--- src/pkg/fpsm_regs.svh ---
// register map, field positions and reset values of the state monitor
`ifndef FPSM_REGS_SVH
`define FPSM_REGS_SVH
// Overview of operation
// config state reads 15; passed through when config valid, held when not
// status bits 4 to 7 count consecutive cycle pairs without clock sync
// failed count reaching passive threshold in normal active gives passive
// failed count reaching fatal threshold in normal passive gives halt
// bits 8 to 12 count good sync pairs, only while passive
// good count reaching allow-passive-to-active threshold gives normal active
// state bits 0 to 3: default 0, ready 1, active 2, passive 3, halt 4
// in normal passive frames are received but transmission is suppressed
// a broken run clears its counter; communication start clears both
`define FPSM_STATUS_OFS 8'h00
`define FPSM_CTRL_OFS 8'h04
`define FPSM_THRESH_OFS 8'h08
`define FPSM_IRQ_STAT_OFS 8'h0C
`define FPSM_IRQ_MASK_OFS 8'h10
`define FPSM_CNT_FAIL_LSB 4
`define FPSM_CNT_OK_LSB 8
`define FPSM_THR_PASSIVE_LSB 0
`define FPSM_THR_FATAL_LSB 4
`define FPSM_THR_P2A_LSB 8
`define FPSM_CTRL_START_BIT 0
`define FPSM_CTRL_STOP_BIT 1
`define FPSM_CTRL_CFGOK_BIT 2
`define FPSM_THRESH_RST 32'h00000A42
`define FPSM_CODE_DEFAULT 4'h0
`define FPSM_CODE_READY 4'h1
`define FPSM_CODE_ACTIVE 4'h2
`define FPSM_CODE_PASSIVE 4'h3
`define FPSM_CODE_HALT 4'h4
`define FPSM_CODE_CONFIG 4'hF
`endif

--- src/pkg/fpsm_pkg.sv ---
// types of the protocol state monitor
package fpsm_pkg;
  typedef enum logic [2:0] {
    FPSM_DEFAULT, FPSM_CONFIG, FPSM_READY, FPSM_ACTIVE, FPSM_PASSIVE,
    FPSM_HALT
  } fpsm_state_t;
endpackage

--- src/pkg/fpsm_evt_if.sv ---
// cycle-pair event carrier between the bus slave and the state core
`timescale 1ns/100ps
interface fpsm_evt_if;
  logic start;
  logic stop;
  logic cfg_ok;
  logic integrated;
  logic pair_done;
  logic pair_sync_ok;
  logic [3:0] thr_passive;
  logic [3:0] thr_fatal;
  logic [4:0] thr_p2a;
  logic [3:0] code;
  logic [3:0] cnt_fail;
  logic [4:0] cnt_ok;
  logic tx_allow;
  logic ev_change;
  modport src (output start, stop, cfg_ok, integrated, pair_done,
    pair_sync_ok, thr_passive, thr_fatal, thr_p2a,
    input code, cnt_fail, cnt_ok, tx_allow, ev_change);
  modport core (input start, stop, cfg_ok, integrated, pair_done,
    pair_sync_ok, thr_passive, thr_fatal, thr_p2a,
    output code, cnt_fail, cnt_ok, tx_allow, ev_change);
endinterface

--- src/rtl/fpsm_core.sv ---
// protocol state machine with the two synchronisation counters
`timescale 1ns/100ps
`include "fpsm_regs.svh"
module fpsm_core
  import fpsm_pkg::*;
(
  input wire logic aclk,
  input wire logic aresetn,
  fpsm_evt_if.core ev
);
  fpsm_state_t st_ff, nxt_st;
  logic [3:0] fail_ff, nxt_fail;
  logic [4:0] ok_ff, nxt_ok;

  // next state and counters
  always_comb begin
    nxt_st = st_ff;
    nxt_fail = fail_ff;
    nxt_ok = ok_ff;
    unique case (st_ff)
      FPSM_DEFAULT: begin
        if (ev.start) begin
          nxt_st = FPSM_CONFIG;
          nxt_fail = 4'h0;
          nxt_ok = 5'h00;
        end
      end
      FPSM_CONFIG: begin
        if (ev.cfg_ok) nxt_st = FPSM_READY;
      end
      FPSM_READY: begin
        if (ev.integrated) nxt_st = FPSM_ACTIVE;
      end
      FPSM_ACTIVE: begin
        if (ev.pair_done) begin
          if (ev.pair_sync_ok) begin
            nxt_fail = 4'h0;
          end else begin
            nxt_fail = (fail_ff == 4'hF) ? fail_ff : fail_ff + 4'h1;
            if (nxt_fail >= ev.thr_passive) nxt_st = FPSM_PASSIVE;
          end
          nxt_ok = 5'h00;
        end
      end
      FPSM_PASSIVE: begin
        if (ev.pair_done) begin
          if (ev.pair_sync_ok) begin
            nxt_fail = 4'h0;
            nxt_ok = (ok_ff == 5'h1F) ? ok_ff : ok_ff + 5'h01;
            if (nxt_ok >= ev.thr_p2a) begin
              nxt_st = FPSM_ACTIVE;
              nxt_ok = 5'h00;
            end
          end else begin
            nxt_ok = 5'h00;
            nxt_fail = (fail_ff == 4'hF) ? fail_ff : fail_ff + 4'h1;
            if (nxt_fail >= ev.thr_fatal) nxt_st = FPSM_HALT;
          end
        end
      end
      FPSM_HALT: ;
    endcase
    if (ev.stop) nxt_st = FPSM_DEFAULT;
  end

  always_ff @(posedge aclk) begin
    if (!aresetn) begin
      st_ff <= FPSM_DEFAULT;
      fail_ff <= 4'h0;
      ok_ff <= 5'h00;
    end else begin
      st_ff <= nxt_st;
      fail_ff <= nxt_fail;
      ok_ff <= nxt_ok;
    end
  end

  // state code and transmit permission
  always_comb begin
    ev.code = `FPSM_CODE_DEFAULT; // unused enum codes read as default
    unique case (st_ff)
      FPSM_DEFAULT: ev.code = `FPSM_CODE_DEFAULT;
      FPSM_CONFIG: ev.code = `FPSM_CODE_CONFIG;
      FPSM_READY: ev.code = `FPSM_CODE_READY;
      FPSM_ACTIVE: ev.code = `FPSM_CODE_ACTIVE;
      FPSM_PASSIVE: ev.code = `FPSM_CODE_PASSIVE;
      FPSM_HALT: ev.code = `FPSM_CODE_HALT;
    endcase
  end
  assign ev.cnt_fail = fail_ff;
  assign ev.cnt_ok = ok_ff;
  assign ev.tx_allow = (st_ff == FPSM_ACTIVE);
  assign ev.ev_change = (nxt_st != st_ff);

  passive_entry_a: assert property (@(posedge aclk) disable iff (!aresetn)
    st_ff == FPSM_ACTIVE && ev.pair_done && !ev.pair_sync_ok && !ev.stop &&
    fail_ff + 5'h01 >= {1'b0, ev.thr_passive} && fail_ff != 4'hF
    |=> st_ff == FPSM_PASSIVE)
    else $error("active did not drop to passive");
  halt_entry_a: assert property (@(posedge aclk) disable iff (!aresetn)
    st_ff == FPSM_PASSIVE && ev.pair_done && !ev.pair_sync_ok && !ev.stop &&
    fail_ff + 5'h01 >= {1'b0, ev.thr_fatal} && fail_ff != 4'hF
    |=> st_ff == FPSM_HALT)
    else $error("passive did not go to halt");
  fail_count_a: assert property (@(posedge aclk) disable iff (!aresetn)
    (st_ff == FPSM_ACTIVE || st_ff == FPSM_PASSIVE) && ev.pair_done &&
    !ev.pair_sync_ok && fail_ff < 4'hE && !ev.stop
    |=> fail_ff == $past(fail_ff) + 4'h1)
    else $error("failed count did not step");
  ok_only_passive_a: assert property (@(posedge aclk) disable iff (!aresetn)
    ok_ff != $past(ok_ff) && ok_ff != 5'h00
    |-> $past(st_ff) == FPSM_PASSIVE)
    else $error("good count moved outside passive");
  back_active_a: assert property (@(posedge aclk) disable iff (!aresetn)
    st_ff == FPSM_PASSIVE && ev.pair_done && ev.pair_sync_ok && !ev.stop &&
    ok_ff + 6'h01 >= {1'b0, ev.thr_p2a} && ok_ff != 5'h1F
    |=> st_ff == FPSM_ACTIVE)
    else $error("passive did not return to active");
  config_hold_a: assert property (@(posedge aclk) disable iff (!aresetn)
    st_ff == FPSM_CONFIG && !ev.cfg_ok && !ev.stop
    |=> ev.code == `FPSM_CODE_CONFIG)
    else $error("config state not held");
  start_clear_a: assert property (@(posedge aclk) disable iff (!aresetn)
    st_ff == FPSM_DEFAULT && ev.start && !ev.stop
    |=> fail_ff == 4'h0 && ok_ff == 5'h00 && ev.code == 4'hF)
    else $error("start did not clear counters");
  no_tx_passive_a: assert property (@(posedge aclk) disable iff (!aresetn)
    ev.code == 4'h3 |-> !ev.tx_allow)
    else $error("transmit allowed while passive");
  code_map_a: assert property (@(posedge aclk) disable iff (!aresetn)
    ev.code inside {4'h0, 4'h1, 4'h2, 4'h3, 4'h4, 4'hF})
    else $error("illegal state code");
endmodule

--- src/rtl/fpsm_top.sv ---
// protocol state monitor with its AXI4-Lite register slave
//
// The AXI4-Lite register port and the placing of the registers were left to the implementer.
`timescale 1ns/100ps
`include "fpsm_regs.svh"
module fpsm_top
  import fpsm_pkg::*;
#(
  parameter int ADDR_W = 8
)(
  input wire logic aclk,
  input wire logic aresetn,
  input wire logic [ADDR_W-1:0] s_axi_awaddr,
  input wire logic s_axi_awvalid,
  output logic s_axi_awready,
  input wire logic [31:0] s_axi_wdata,
  input wire logic [3:0] s_axi_wstrb,
  input wire logic s_axi_wvalid,
  output logic s_axi_wready,
  output logic [1:0] s_axi_bresp,
  output logic s_axi_bvalid,
  input wire logic s_axi_bready,
  input wire logic [ADDR_W-1:0] s_axi_araddr,
  input wire logic s_axi_arvalid,
  output logic s_axi_arready,
  output logic [31:0] s_axi_rdata,
  output logic [1:0] s_axi_rresp,
  output logic s_axi_rvalid,
  input wire logic s_axi_rready,
  input wire logic integrated,
  input wire logic pair_done,
  input wire logic pair_sync_ok,
  output logic tx_enable,
  output logic irq
);
  if (ADDR_W < 5) begin : g_chk
    $error("ADDR_W too small for the register map");
  end

  fpsm_evt_if ev ();
  fpsm_core u_core (
    .aclk(aclk),
    .aresetn(aresetn),
    .ev(ev)
  );

  // ---------------------------------------------------------------------
  // register state
  // ---------------------------------------------------------------------
  logic [31:0] thr_ff, nxt_thr;
  logic cfgok_ff, nxt_cfgok;
  logic start_ff, nxt_start;
  logic stop_ff, nxt_stop;
  logic [1:0] ist_ff, nxt_ist;
  logic [1:0] imask_ff, nxt_imask;
  logic aw_ff, nxt_aw;
  logic w_ff, nxt_w;
  logic [ADDR_W-1:0] awa_ff, nxt_awa;
  logic [31:0] wd_ff, nxt_wd;
  logic bv_ff, nxt_bv;
  logic [1:0] br_ff, nxt_br;
  logic rv_ff, nxt_rv;
  logic [31:0] rd_ff, nxt_rd;
  logic [1:0] rr_ff, nxt_rr;
  logic tx_ff, irq_ff;
  logic [31:0] status_w;
  logic do_wr;
  logic [1:0] ev_bits;

  assign ev.start = start_ff;
  assign ev.stop = stop_ff;
  assign ev.cfg_ok = cfgok_ff;
  assign ev.integrated = integrated;
  assign ev.pair_done = pair_done;
  assign ev.pair_sync_ok = pair_sync_ok;
  assign ev.thr_passive = thr_ff[`FPSM_THR_PASSIVE_LSB +: 4];
  assign ev.thr_fatal = thr_ff[`FPSM_THR_FATAL_LSB +: 4];
  assign ev.thr_p2a = thr_ff[`FPSM_THR_P2A_LSB +: 5];

  // status word: state, failed pairs, good pairs
  assign status_w = {19'h00000, ev.cnt_ok, ev.cnt_fail, ev.code};
  // events: bit0 state change, bit1 pair without sync
  assign ev_bits = {pair_done & ~pair_sync_ok, ev.ev_change};
  assign do_wr = aw_ff && w_ff && !bv_ff;

  // ---------------------------------------------------------------------
  // bus next-value logic
  // ---------------------------------------------------------------------
  always_comb begin
    nxt_thr = thr_ff;
    nxt_cfgok = cfgok_ff;
    nxt_start = 1'b0;
    nxt_stop = 1'b0;
    nxt_imask = imask_ff;
    nxt_ist = ist_ff;
    nxt_aw = aw_ff;
    nxt_w = w_ff;
    nxt_awa = awa_ff;
    nxt_wd = wd_ff;
    nxt_bv = bv_ff;
    nxt_br = br_ff;
    nxt_rv = rv_ff;
    nxt_rd = rd_ff;
    nxt_rr = rr_ff;
    if (s_axi_awvalid && !aw_ff) begin
      nxt_aw = 1'b1;
      nxt_awa = s_axi_awaddr;
    end
    if (s_axi_wvalid && !w_ff) begin
      nxt_w = 1'b1;
      nxt_wd = s_axi_wdata;
    end
    if (bv_ff && s_axi_bready) nxt_bv = 1'b0;
    if (do_wr) begin
      nxt_aw = 1'b0;
      nxt_w = 1'b0;
      nxt_bv = 1'b1;
      nxt_br = 2'b00;
      unique case (awa_ff)
        `FPSM_CTRL_OFS: begin
          nxt_start = wd_ff[`FPSM_CTRL_START_BIT];
          nxt_stop = wd_ff[`FPSM_CTRL_STOP_BIT];
          nxt_cfgok = wd_ff[`FPSM_CTRL_CFGOK_BIT];
        end
        `FPSM_THRESH_OFS: nxt_thr = {19'h00000, wd_ff[12:0]};
        `FPSM_IRQ_STAT_OFS: nxt_ist = ist_ff & ~wd_ff[1:0];
        `FPSM_IRQ_MASK_OFS: nxt_imask = wd_ff[1:0];
        `FPSM_STATUS_OFS: ;
        default: nxt_br = 2'b10;
      endcase
    end
    nxt_ist = nxt_ist | ev_bits; // set wins over clear
    if (rv_ff && s_axi_rready) nxt_rv = 1'b0;
    if (s_axi_arvalid && !rv_ff) begin
      nxt_rv = 1'b1;
      nxt_rr = 2'b00;
      unique case (s_axi_araddr)
        `FPSM_STATUS_OFS: nxt_rd = status_w;
        `FPSM_CTRL_OFS: nxt_rd = {29'h0, cfgok_ff, 2'b00};
        `FPSM_THRESH_OFS: nxt_rd = thr_ff;
        `FPSM_IRQ_STAT_OFS: nxt_rd = {30'h0, ist_ff};
        `FPSM_IRQ_MASK_OFS: nxt_rd = {30'h0, imask_ff};
        default: begin
          nxt_rd = 32'h00000000;
          nxt_rr = 2'b10;
        end
      endcase
    end
  end

  // ---------------------------------------------------------------------
  // registers
  // ---------------------------------------------------------------------
  always_ff @(posedge aclk) begin
    if (!aresetn) begin
      thr_ff <= `FPSM_THRESH_RST;
      cfgok_ff <= 1'b0;
      start_ff <= 1'b0;
      stop_ff <= 1'b0;
      ist_ff <= 2'b00;
      imask_ff <= 2'b00;
      aw_ff <= 1'b0;
      w_ff <= 1'b0;
      awa_ff <= '0;
      wd_ff <= 32'h00000000;
      bv_ff <= 1'b0;
      br_ff <= 2'b00;
      rv_ff <= 1'b0;
      rd_ff <= 32'h00000000;
      rr_ff <= 2'b00;
      tx_ff <= 1'b0;
      irq_ff <= 1'b0;
    end else begin
      thr_ff <= nxt_thr;
      cfgok_ff <= nxt_cfgok;
      start_ff <= nxt_start;
      stop_ff <= nxt_stop;
      ist_ff <= nxt_ist;
      imask_ff <= nxt_imask;
      aw_ff <= nxt_aw;
      w_ff <= nxt_w;
      awa_ff <= nxt_awa;
      wd_ff <= nxt_wd;
      bv_ff <= nxt_bv;
      br_ff <= nxt_br;
      rv_ff <= nxt_rv;
      rd_ff <= nxt_rd;
      rr_ff <= nxt_rr;
      tx_ff <= ev.tx_allow;
      irq_ff <= |(nxt_ist & nxt_imask);
    end
  end

  assign s_axi_awready = !aw_ff;
  assign s_axi_wready = !w_ff;
  assign s_axi_bvalid = bv_ff;
  assign s_axi_bresp = br_ff;
  assign s_axi_arready = !rv_ff;
  assign s_axi_rvalid = rv_ff;
  assign s_axi_rdata = rd_ff;
  assign s_axi_rresp = rr_ff;
  assign tx_enable = tx_ff;
  assign irq = irq_ff;

  tx_gate_a: assert property (@(posedge aclk) disable iff (!aresetn)
    ev.code == 4'h3 |=> !tx_enable)
    else $error("transmit enabled in passive");
endmodule

--- config.mk ---
export PLATFORM = sky130hd
export DESIGN_NAME = fpsm_top
export DESIGN_NICKNAME = d
export VERILOG_FILES = /design/src/pkg/fpsm_pkg.sv /design/src/pkg/fpsm_evt_if.sv /design/src/rtl/fpsm_core.sv /design/src/rtl/fpsm_top.sv
export VERILOG_INCLUDE_DIRS = /design/src /design/src/pkg
export SDC_FILE = /design/constraint.sdc
export NUM_CORES = 1
export LEC_CHECK = 0
export ABC_CLOCK_PERIOD_IN_PS = 3900
export BUFFER_PORTS_ARGS = -buffer_cell sky130_fd_sc_hd__buf_4
export CORE_MARGIN = 1
export CORE_UTILIZATION = 35
export CTS_CLUSTER_SIZE = 40
export DETAILED_ROUTE_END_ITERATION = 8
export PLACE_DENSITY_LB_ADDON = 0.15
export SYNTH_ARGS = -nofsm -noshare
export SYNTH_HDL_FRONTEND = slang
export SYNTH_HIERARCHICAL = 1
export SYNTH_SLANG_ARGS = --single-unit
--- constraint.sdc ---
create_clock -name aclk -period 3.9 [get_ports aclk]
set_clock_uncertainty 0.15 [all_clocks]
set_input_delay 0.195 -clock aclk [delete_from_list [all_inputs] [get_ports aclk]]
set_output_delay 0.195 -clock aclk [all_outputs]
set_load 0.03 [all_outputs]
### Yosys cells after proc, flatten, opt, wreduce, memory -nomap -nowiden

Index checks and enable logic that the tools add are counted.

* register bits after elaboration: 95
* output and inout bits: 43
* word-level logic and storage cells: 116

* add/sub/neg operators: 2
* magnitude comparators: 3
* equal/unequal tests: 20
* mux-type cells: 36
* bitwise gates (word level): 7
* reductions and logical operators: 28

Operators by type and width (count)
* $pmux W13 S5: 1
* $mux W3: 11
* $eq A8 B4 Y1 const B: 4
* $mux W5: 6
* $pmux W4 S6: 1
* $eq A8 B3 Y1 const B: 2
* $eq A8 B5 Y1 const B: 2
* $logic_not A8 Y1: 2
* $mux W4: 4
* $pmux W3 S5: 1
* $pmux W5 S3: 1
* $mux W2: 6
* $reduce_or A5 Y1: 2
* $ge A4 B4 Y1: 2
* $pmux W4 S2: 1
* $logic_and A1 B1 Y1: 7
* $eq A3 B2 Y1 const B: 2
* $eq A3 B3 Y1 const B: 2
* $ne A2 B2 Y1 const B: 3
* $reduce_and A3 Y1: 2
* $reduce_bool A2 Y1: 3
* $reduce_or A2 Y1: 3
* $add A5 B1 Y5 const B: 1
* $eq A5 B5 Y1 const B: 1
* 17 further kinds: 26

### Depth between registers and ports, before layout

Gate-level depths: netlist (run 1).

* depth in word-level cells: 12
* depth in mapped cells: 14
* depth with buffers taken out: 14

### Modules after synthesis

The synthesis (run 1) kept the hierarchy.

By module, submodules not included
* fpsm_top: times used 1, cells each 297, area each 2786.4 um^2
* fpsm_core: times used 1, cells each 162, area each 1198.6 um^2

### Least setup slack after synthesis (run 1)

No wires, ideal clock.

* path type: register -> register
* start point: reg u_core.ok_ff[0], in the netlist u_core/ev.cnt_ok[0]
* end point: reg irq_ff, in the netlist irq
* data arrival time: 2.900 ns
* slack: 0.719 ns
* stages on the path, launching flop included: 15
* cells stage by stage: dfxtp_1 -> ha_1 -> and3_1 -> nand2_1 -> mux2_2 -> ha_1 -> nand2_1 -> o21ai_0 -> a21oi_1 -> or2_2 -> o221ai_1 -> a211o_1 -> nand3b_1 -> nor4bb_1 -> o32ai_1

* cells in the longest elaborated chain, start to end: 12
* elaborated cells between the ends (all ways): 13
* classes of those cells: 1 x add/sub; 1 x order compare; 2 x eq/ne; 6 x mux; 2 x bitwise; 1 x reduce/logical

Ends and longest elaborated chain
* start, declared: line fpsm_core.sv:13 `logic [4:0] ok_ff, nxt_ok;`
* start signal, assigned: line fpsm_core.sv:74 `ok_ff <= nxt_ok;`
* $add A5 B1 Y5 or $eq A5 B5 Y1 (tied branches): line fpsm_core.sv:49 `nxt_ok = (ok_ff == 5'h1F) ? ok_ff : ok_ff + 5'h01;`
* $mux W5 *: line fpsm_core.sv:49
* $ge A5 B5 Y1 *: line fpsm_core.sv:50 `if (nxt_ok >= ev.thr_p2a) begin`
* $mux W3 *: line fpsm_core.sv:50
* $mux W3 *: line fpsm_core.sv:47 `if (ev.pair_sync_ok) begin`
* $mux W3 *: line fpsm_core.sv:46 `if (ev.pair_done) begin`
* $pmux W3 S5 *: line fpsm_core.sv:20 `unique case (st_ff)`
* $mux W3 *: line fpsm_core.sv:63 `if (ev.stop) nxt_st = FPSM_DEFAULT;`
* $ne A3 B3 Y1 *: line fpsm_core.sv:93 `assign ev.ev_change = (nxt_st != st_ff);`
* net ev.ev_change: line fpsm_evt_if.sv:17 `logic ev_change;`
* $or A2 B2 Y2 *: line fpsm_top.sv:132 `nxt_ist = nxt_ist | ev_bits;`
* $and A2 B2 Y2 *: line fpsm_top.sv:190 `irq_ff <= |(nxt_ist & nxt_imask);`
* $reduce_or A2 Y1 *: line fpsm_top.sv:190
* end signal, assigned: line fpsm_top.sv:190
* end, declared: line fpsm_top.sv:65 `logic tx_ff, irq_ff;`

The timed path passes the listed nets; every way through them passes the cells marked *.
A chain may end at the register's enable or synchronous reset.

### Final worst setup path (run 1)

Same ends and word-level chain as after synthesis.

==> parameters.txt, run 1 <==
Parameter                              Value

Status
  Outcome    completed

Critical path
  WP data arrival    3600 ps
  Source of the worst register-to-register timing path    u_core/ev.cnt_ok[0]
  Cell depth of the worst flop-to-flop path    14
  Critical path, cell by cell    ha_1 -> and3_1 -> nand2_1 -> mux2_2 -> ha_1 -> nand2_1 -> o21ai_0 -> a21oi_1 -> or2_2 -> o221ai_1 -> a211o_1 -> nand3b_1 -> nor4bb_1 -> o32ai_1
  Max FO, Critical Path    6
  CP startpoint kind    register
  Worst setup path category    reg -> reg
  Crit end category    register
  Top delay family on crit path    simple AND/OR/NAND/NOR gates
  Largest incremental delay on the critical path    380 ps
  Setup slack of the most critical reg-to-reg path    around 350 ps
  Capture point of the worst reg-to-reg path    irq
  Slowest library cell on the worst path    mux2_2
  Required time reported for the critical path endpoint    3950 ps
  Crit path buf inv count    0

Routing
  DRC marker count from the first detailed-route iteration    79
  Via count normalized by instance count    4.88
  WL per Instance    13.3 µm
  DRT Pass-1 Iters    4
  Total via count after detailed routing    3296
  Number of remaining DRC errors    0
  Sum of routed wire length over all layers    9000 µm
  Residual antenna-violating net count after detailed routing    0

Place
  Number of I/O port buffers    60
  Post-DP HPWL    between 6000 and 7000 µm
  Area of placed instances    4430 µm²
  Routability cong.    0.837

Finish
  Layout cells sized above 1    17.0%
  Number of nets in the final layout    609
  Final design area excluding fillers    4930 µm²
  Fillers    about 1100
  Commonest cells after routing, fill and taps aside    dfxtp_1 (74), buf_4 (60), nand2_1 (59)
  Antenna Diode Count    0
  Most common cell after layout, fill and taps aside    dfxtp_1
  Area Overhead vs Synth    23.7%

Clocking
  Number of buffers inserted to repair setup after CTS    0
  Clock-pin slew on the worst setup and hold paths    around 60 ps
  Skew-Pair Late Insertion Delay    ~330 ps
  H-tree lvl count    3
  Clock buffer count from CTS    9
  CTS Buffer Depth    2
  Root buf cell    clkbuf_16
  Sink Count    74
  Clock tree from TritonCTS    built

Die
  Initial core utilization    36.3%
  Number of top-level pins    105
  Die height    around 110 µm
  Die ar.    11800 µm²
  Placement Rows    38
  Die X    between 100 and 150 µm
  Area of the core    about 11000 µm²

Synthesis
  Most frequently used flop master after synthesis    dfxtp_1
  Cell count after synthesis    459
  Share of async-settable or async-resettable flops after synthesis    0%
  Mapped Area    3990 µm²
  Number of flip-flops and latches in the synthesized netlist    74
  Yosys warnings    6
  Number of enable flip-flop cells after synthesis    0
  Netlist cell types    63
  Mean cell area of the mapped netlist    8.68 µm²
  Cell type contributing the most total cell area after synthesis    dfxtp_1
  Portion of the post-synthesis area used by sequential elements    37.2%
  Largest cells by area after synthesis    dfxtp_1 (37%), mux2i_1 (9.0%), nand2_1 (5.6%)
  Fraction of post-synthesis cell area in the top cell type by area    37.2%

Timing
  Slew at the pin closest to its max-slew limit    approximately 1100 ps
  Final worst path period need    3550 ps
  Max transition margin    approximately 26%
  RSZ-0062 raised after global routing    no
  Final hold violations    0
  Final number of setup-violating endpoints    0
  Fin crit share    between 90 and 100%
  Top achievable clock speed    0.282 GHz
  Setup TNS    0 ps
  Final Max Tran Viols    0

Global routing
  Global-route wire length before repair    roughly 15000 µm
  Largest net degree at the start of global routing    72
  Antenna violations before repair    0
  Via count of the first global-routing pass    3075
  Total Routing Usage GR    roughly 16%
  Aggregate global routing overflow    0

Hold path
  Hold Crit Class    in -> reg
  Min-delay src    s_axi_wdata[0]
  WHS Path Cells    3
  Worst-case hold path end point    wd_ff[0]

Power and ir drop
  Areal power density over the cells    354 nW/µm²
  Total leakage power    roughly 2.1 nW
  Worst IR Drop VDD    202 µV

Run
  Number of violations of the max-capacitance limit    0
## metrics by stage
step | setup slack [ps] | hold WS (ps) | total power, W | std cells | util (%)
after floorplan | 719 | 161 | 0.000933 | 479 | -
after global placement | 375 | 264 | 0.000974 | 638 | 40.3
after detailed placement | 333 | 266 | 0.000976 | 638 | 40.3
after CTS | 312 | 9.31 | 0.00176 | 676 | 44.9
after global routing | 73.8 | 12.7 | 0.00181 | 676 | 44.9
final | 350 | 7.53 | 0.00174 | 676 | 44.9
## Yosys cell counts (4+ instances only)
| cell type | count |
|---|---|
| clkbuf_1 | 11 |
| a31oi_1 | 4 |
| xnor2_1 | 4 |
| nor3b_1 | 4 |
| a21oi_1 | 12 |
| a21boi_0 | 15 |
| mux2_2 | 4 |
| nor2_1 | 19 |
| a22oi_1 | 6 |
| inv_1 | 20 |
| ha_1 | 15 |
| nor2b_1 | 34 |
| and3_1 | 5 |
| o21ai_0 | 17 |
| nand2_1 | 59 |
| buf_2 | 5 |
| o21ai_1 | 11 |
| nor3_1 | 5 |
| buf_4 | 23 |
| nand3_1 | 8 |
| nand2b_1 | 4 |
| and2_1 | 11 |
| dfxtp_1 | 74 |
| mux2i_1 | 36 |
## tightest hold or removal path, stage by stage
cell and delay, ps:
buf_4 110, nand2_1 50, a21boi_0 70
## routing by layer
layer,routed length [µm],up-vias,share of wire (%),track usage [%]
li1,-,1701,-,-
met1,4480,1523,50,20.7
met2,4180,65,46,26.4
met3,223,7,2.5,2.39
met4,114,0,1.3,6.95
met5,0,-,0,0
## cells by family after synthesis
logic type	Yosys count	synth area share (%)
fa+ha+maj	15	4.71
buf+inv	63	8.54
simple gates	171	23.4
mux	40	10.2
xor+xnor	5	1.10
compound gates	90	14.9
flops	74	37.2
other cells	1	0.0941
## final cells by class
cell class	instances	area [µm²]	area share, %
Timing Repair Buffer	83	681	13.8
Inverter	22	82.6	1.67
Clock inverter	2	12.5	0.254
Multi-Input combinational cell	342	2240	45.4
Clock buffer	13	260	5.28
Sequential cell	74	1480	30.0
Tap cell	140	175	3.55
## flip-flops by register name, summed over array words and instances (netlist names), 2 cells and up
register and count:
awa_ff 8, imask_ff 2, ist_ff 2, s_axi_rdata 13
thr_ff 13, u_core/ev.cnt_fail 4, u_core/ev.cnt_ok 5, u_core/st_ff 3
wd_ff 13
## worst max-delay path by stage
stage / cells past startpoint / from / slack [ps] / to
after floorplan: 14 / u_core/ev.cnt_ok[0] / 720 / irq
after global placement: 14 / u_core/ev.cnt_ok[0] / 370 / irq
final: 14 / u_core/ev.cnt_ok[0] / 350 / irq
after global routing: 14 / u_core/ev.cnt_ok[0] / 70 / irq
after CTS: 14 / u_core/ev.cnt_ok[0] / 310 / irq
after detailed placement: 14 / u_core/ev.cnt_ok[0] / 330 / irq
## what timing repair did
item / CTS / global route
hold buffers: 23 / 0
endpoints found under the hold margin: 22 / 0
gates resized for setup: 0 / 0
## power breakdown
part / switching, W / internal (W) / leakage [nW]
combinational: 0.000100 / 0.0000841 / 1.33
clock: 0.000305 / 0.000461 / 0.132
sequential: 0.0000176 / 0.000775 / 0.601
Power figures use the tool's default switching activity.
==> inputs of run 2 (changes only) <==
--- a/config.mk
+++ b/config.mk
@@ -7,8 +7,8 @@
 export NUM_CORES = 1
 export LEC_CHECK = 0
 export ABC_CLOCK_PERIOD_IN_PS = 3900
-export BUFFER_PORTS_ARGS = -buffer_cell sky130_fd_sc_hd__buf_4
-export CORE_MARGIN = 1
+export BUFFER_PORTS_ARGS = -buffer_cell sky130_fd_sc_hd__buf_2
+export CORE_MARGIN = 2
 export CORE_UTILIZATION = 35
 export CTS_CLUSTER_SIZE = 40
 export DETAILED_ROUTE_END_ITERATION = 8
==> run 2 against run 1 <==
- die area is 3.7% higher
- global-route usage fell by 1.6 points
- critical path type unchanged
- largest power group is now the clock network
- critical endpoint unchanged
- worst setup slack worse by 43 ps
- cell count rose by 0.44%
- highest routed layer unchanged
- total power increased by 5.8%
- critical path depth is the same
- clock-buffer cell count decreased by 4
==> parameters.txt, run 2 (same netlist as run 1, synthesis figures left out) <==
Parameter                              Value

Status
  Outcome    completed

Finish
  Most common cell after layout, fill and taps aside    dfxtp_1
  Layout cells sized above 1    17.4% (+0.46 points)
  Sequential cell area    1480 µm² (unchanged)
  Number of nets in the final layout    612 (+0.49%)
  Area Overhead vs Synth    21.7%
  Commonest cells after routing, fill and taps aside    dfxtp_1 (74), buf_2 (60), nand2_1 (59)
  Final core utilization    44.2% (-0.73 points)
  Antenna Diode Count    0 (unchanged)
  Fillers    1094 (-0.18%)
  Combined area of the multi-input logic cells    2240 µm² (unchanged)

Hold path
  Worst-case hold path end point    s_axi_bvalid
  Hold Crit Class    in -> reg
  WHS Path Cells    3 (unchanged)
  Min-delay src    s_axi_bready

Clocking
  CTS Buffer Depth    2 (unchanged)
  Clock buffer count from CTS    9 (unchanged)
  Number of gates resized after cts    0 (unchanged)
  Sink Count    74 (unchanged)
  Skew-Pair Late Insertion Delay    330 ps (about the same)
  Clock tree from TritonCTS    built
  Root buf cell    clkbuf_16
  H-tree lvl count    3 (unchanged)
  Number of buffers inserted to repair setup after CTS    0 (unchanged)
  Clock-pin slew on the worst setup and hold paths    60 ps (about the same)

Global routing
  Largest net degree at the start of global routing    43 (-40%)
  Total Routing Usage GR    14.4% (-1.6 points)
  Via count of the first global-routing pass    3046 (-0.94%)
  Aggregate global routing overflow    0 (unchanged)
  Global-route wire length before repair    14600 µm (-0.56%)
  Antenna violations before repair    0 (unchanged)

Die
  Die X    111 µm (+1.8%)
  Die height    111 µm (+1.8%)
  Number of top-level pins    105 (unchanged)
  Area of the core    11000 µm² (unchanged)
  Initial core utilization    36.3% (unchanged)
  Placement Rows    38 (unchanged)
  Die ar.    12300 µm² (+3.7%)

Critical path
  WP data arrival    3650 ps (+50 ps)
  Required time reported for the critical path endpoint    3950 ps (about the same)
  Capture point of the worst reg-to-reg path    irq
  Max FO, Critical Path    6 (unchanged)
  Cell depth of the worst flop-to-flop path    14 (unchanged)
  Crit end category    register
  Source of the worst register-to-register timing path    u_core/ev.cnt_ok[0]
  Worst setup path category    reg -> reg
  CP startpoint kind    register
  Setup slack of the most critical reg-to-reg path    310 ps (-40 ps)

Timing
  Slew at the pin closest to its max-slew limit    1090 ps (-15.4 ps)
  RSZ-0062 raised after global routing    no
  Minimum setup slack in the final design    307 ps (-43.0 ps)
  Fin crit share    92.1% (+1.1 points)
  Final number of setup-violating endpoints    0 (unchanged)
  Final Max Tran Viols    0 (unchanged)
  Final hold violations    0 (unchanged)
  Final worst path period need    3590 ps (+43.0 ps)
  Setup TNS    0 ps (unchanged)
  Top achievable clock speed    0.278 GHz (-1.2%)
  Max transition margin    26.9% (+1.0 points)

Routing
  WL per Instance    12.9 µm (-3.0%)
  Total via count after detailed routing    3286 (-0.30%)
  Sum of routed wire length over all layers    8770 µm (-2.6%)
  DRT Pass-1 Iters    5 (+1)
  Number of remaining DRC errors    0 (unchanged)
  Residual antenna-violating net count after detailed routing    0 (unchanged)
  DRC marker count from the first detailed-route iteration    93 (+18%)
  Via count normalized by instance count    4.84 (-0.74%)

Power and ir drop
  Total leakage power    2.06 nW (about the same)
  Areal power density over the cells    380 nW/µm² (+7.5%)
  Worst IR Drop VDD    196 µV (-2.8%)

Place
  Post-DP HPWL    6310 µm (+0.62%)
  Pre-CTS WS    324 ps (-9.39 ps)
  Number of I/O port buffers    60 (unchanged)
  Routability cong.    0.877 (+4.8%)

Run
  Number of violations of the max-capacitance limit    0 (unchanged)
run 2: changes by cell type in the layout (fill, tap and decap cells not counted), sizes merged:
| cell | before | now |
|---|---|---|
| buf | 60 | 61 |
| bufinv | 0 | 2 |
| clkbuf | 13 | 9 |
| inv | 22 | 24 |
| dlygate4sd3 | 23 | 25 |
run 2: how the worst max path moves through the flow:
stage	start	slack (ps)	to
after floorplan	u_core/ev.cnt_ok[0]	720	irq
after global placement	u_core/ev.cnt_ok[0]	360	irq
after detailed placement	u_core/ev.cnt_ok[0]	320	irq
after CTS	u_core/ev.cnt_ok[0]	300	irq
after global routing	u_core/ev.cnt_ok[0]	50	irq
final	u_core/ev.cnt_ok[0]	310	irq
run 2: layout make-up:
type                            count  share of cell area, %
Clock buffer                        9                   4.64
Clock inverter                      6                   1.86
Inverter                           22                   1.70
Multi-Input combinational cell    342                   46.1
Sequential cell                    74                   30.5
Tap cell                          140                   3.61
Timing Repair Buffer               86                   11.5
run 2: metal layers:
| layer | vias to the layer above | GRT usage [%] | part of all wire (%) |
|---|---|---|---|
| met3 | 6 | 2.35 | 2.8 |
| met5 | - | 0 | 0 |
| met4 | 0 | 5.83 | 0.65 |
| met2 | 63 | 23.0 | 47 |
| met1 | 1517 | 19.3 | 50 |
| li1 | 1700 | - | - |
run 2: per-stage QoR:
| step | total power (W) | cell area [µm²] | instances | hold slack [ps] |
|---|---|---|---|---|
| final | 0.00184 | 4850 | 679 | 23.1 |
| after global routing | 0.00192 | 4850 | 679 | 34.0 |
| after CTS | 0.00187 | 4850 | 679 | 9.80 |
| after detailed placement | 0.000963 | 4290 | 639 | 267 |
| after global placement | 0.000960 | 4290 | 639 | 270 |
| after floorplan | 0.000933 | 4060 | 479 | 161 |
run 2: power breakdown:
group | leakage, nW | total, W | internal [W] | switching (W)
clock | 0.152 | 0.000881 | 0.000560 | 0.000321
combinational | 1.31 | 0.000171 | 0.0000725 | 0.0000990
sequential | 0.601 | 0.000792 | 0.000775 | 0.0000172
total | 2.06 | 0.00184 | 0.00141 | 0.000438
run 2: repair_timing:
action                     4_1_cts  5_1_grt
setup endpoints to repair        0        0
hold endpoints to repair        24        0
hold buffers                    25        0
run 2: worst max-delay path: stages, from the launching register on:
cell and delay [ps]:
dfxtp_1 380, ha_1 250, and3_1 220, nand2_1 180, mux2_2 380, ha_1 270, nand2_1 70, o21ai_0 110
a21oi_1 240, or2_2 170, o221ai_1 100, a211o_1 280, nand3b_1 170, nor4bb_1 370, o32ai_1 140
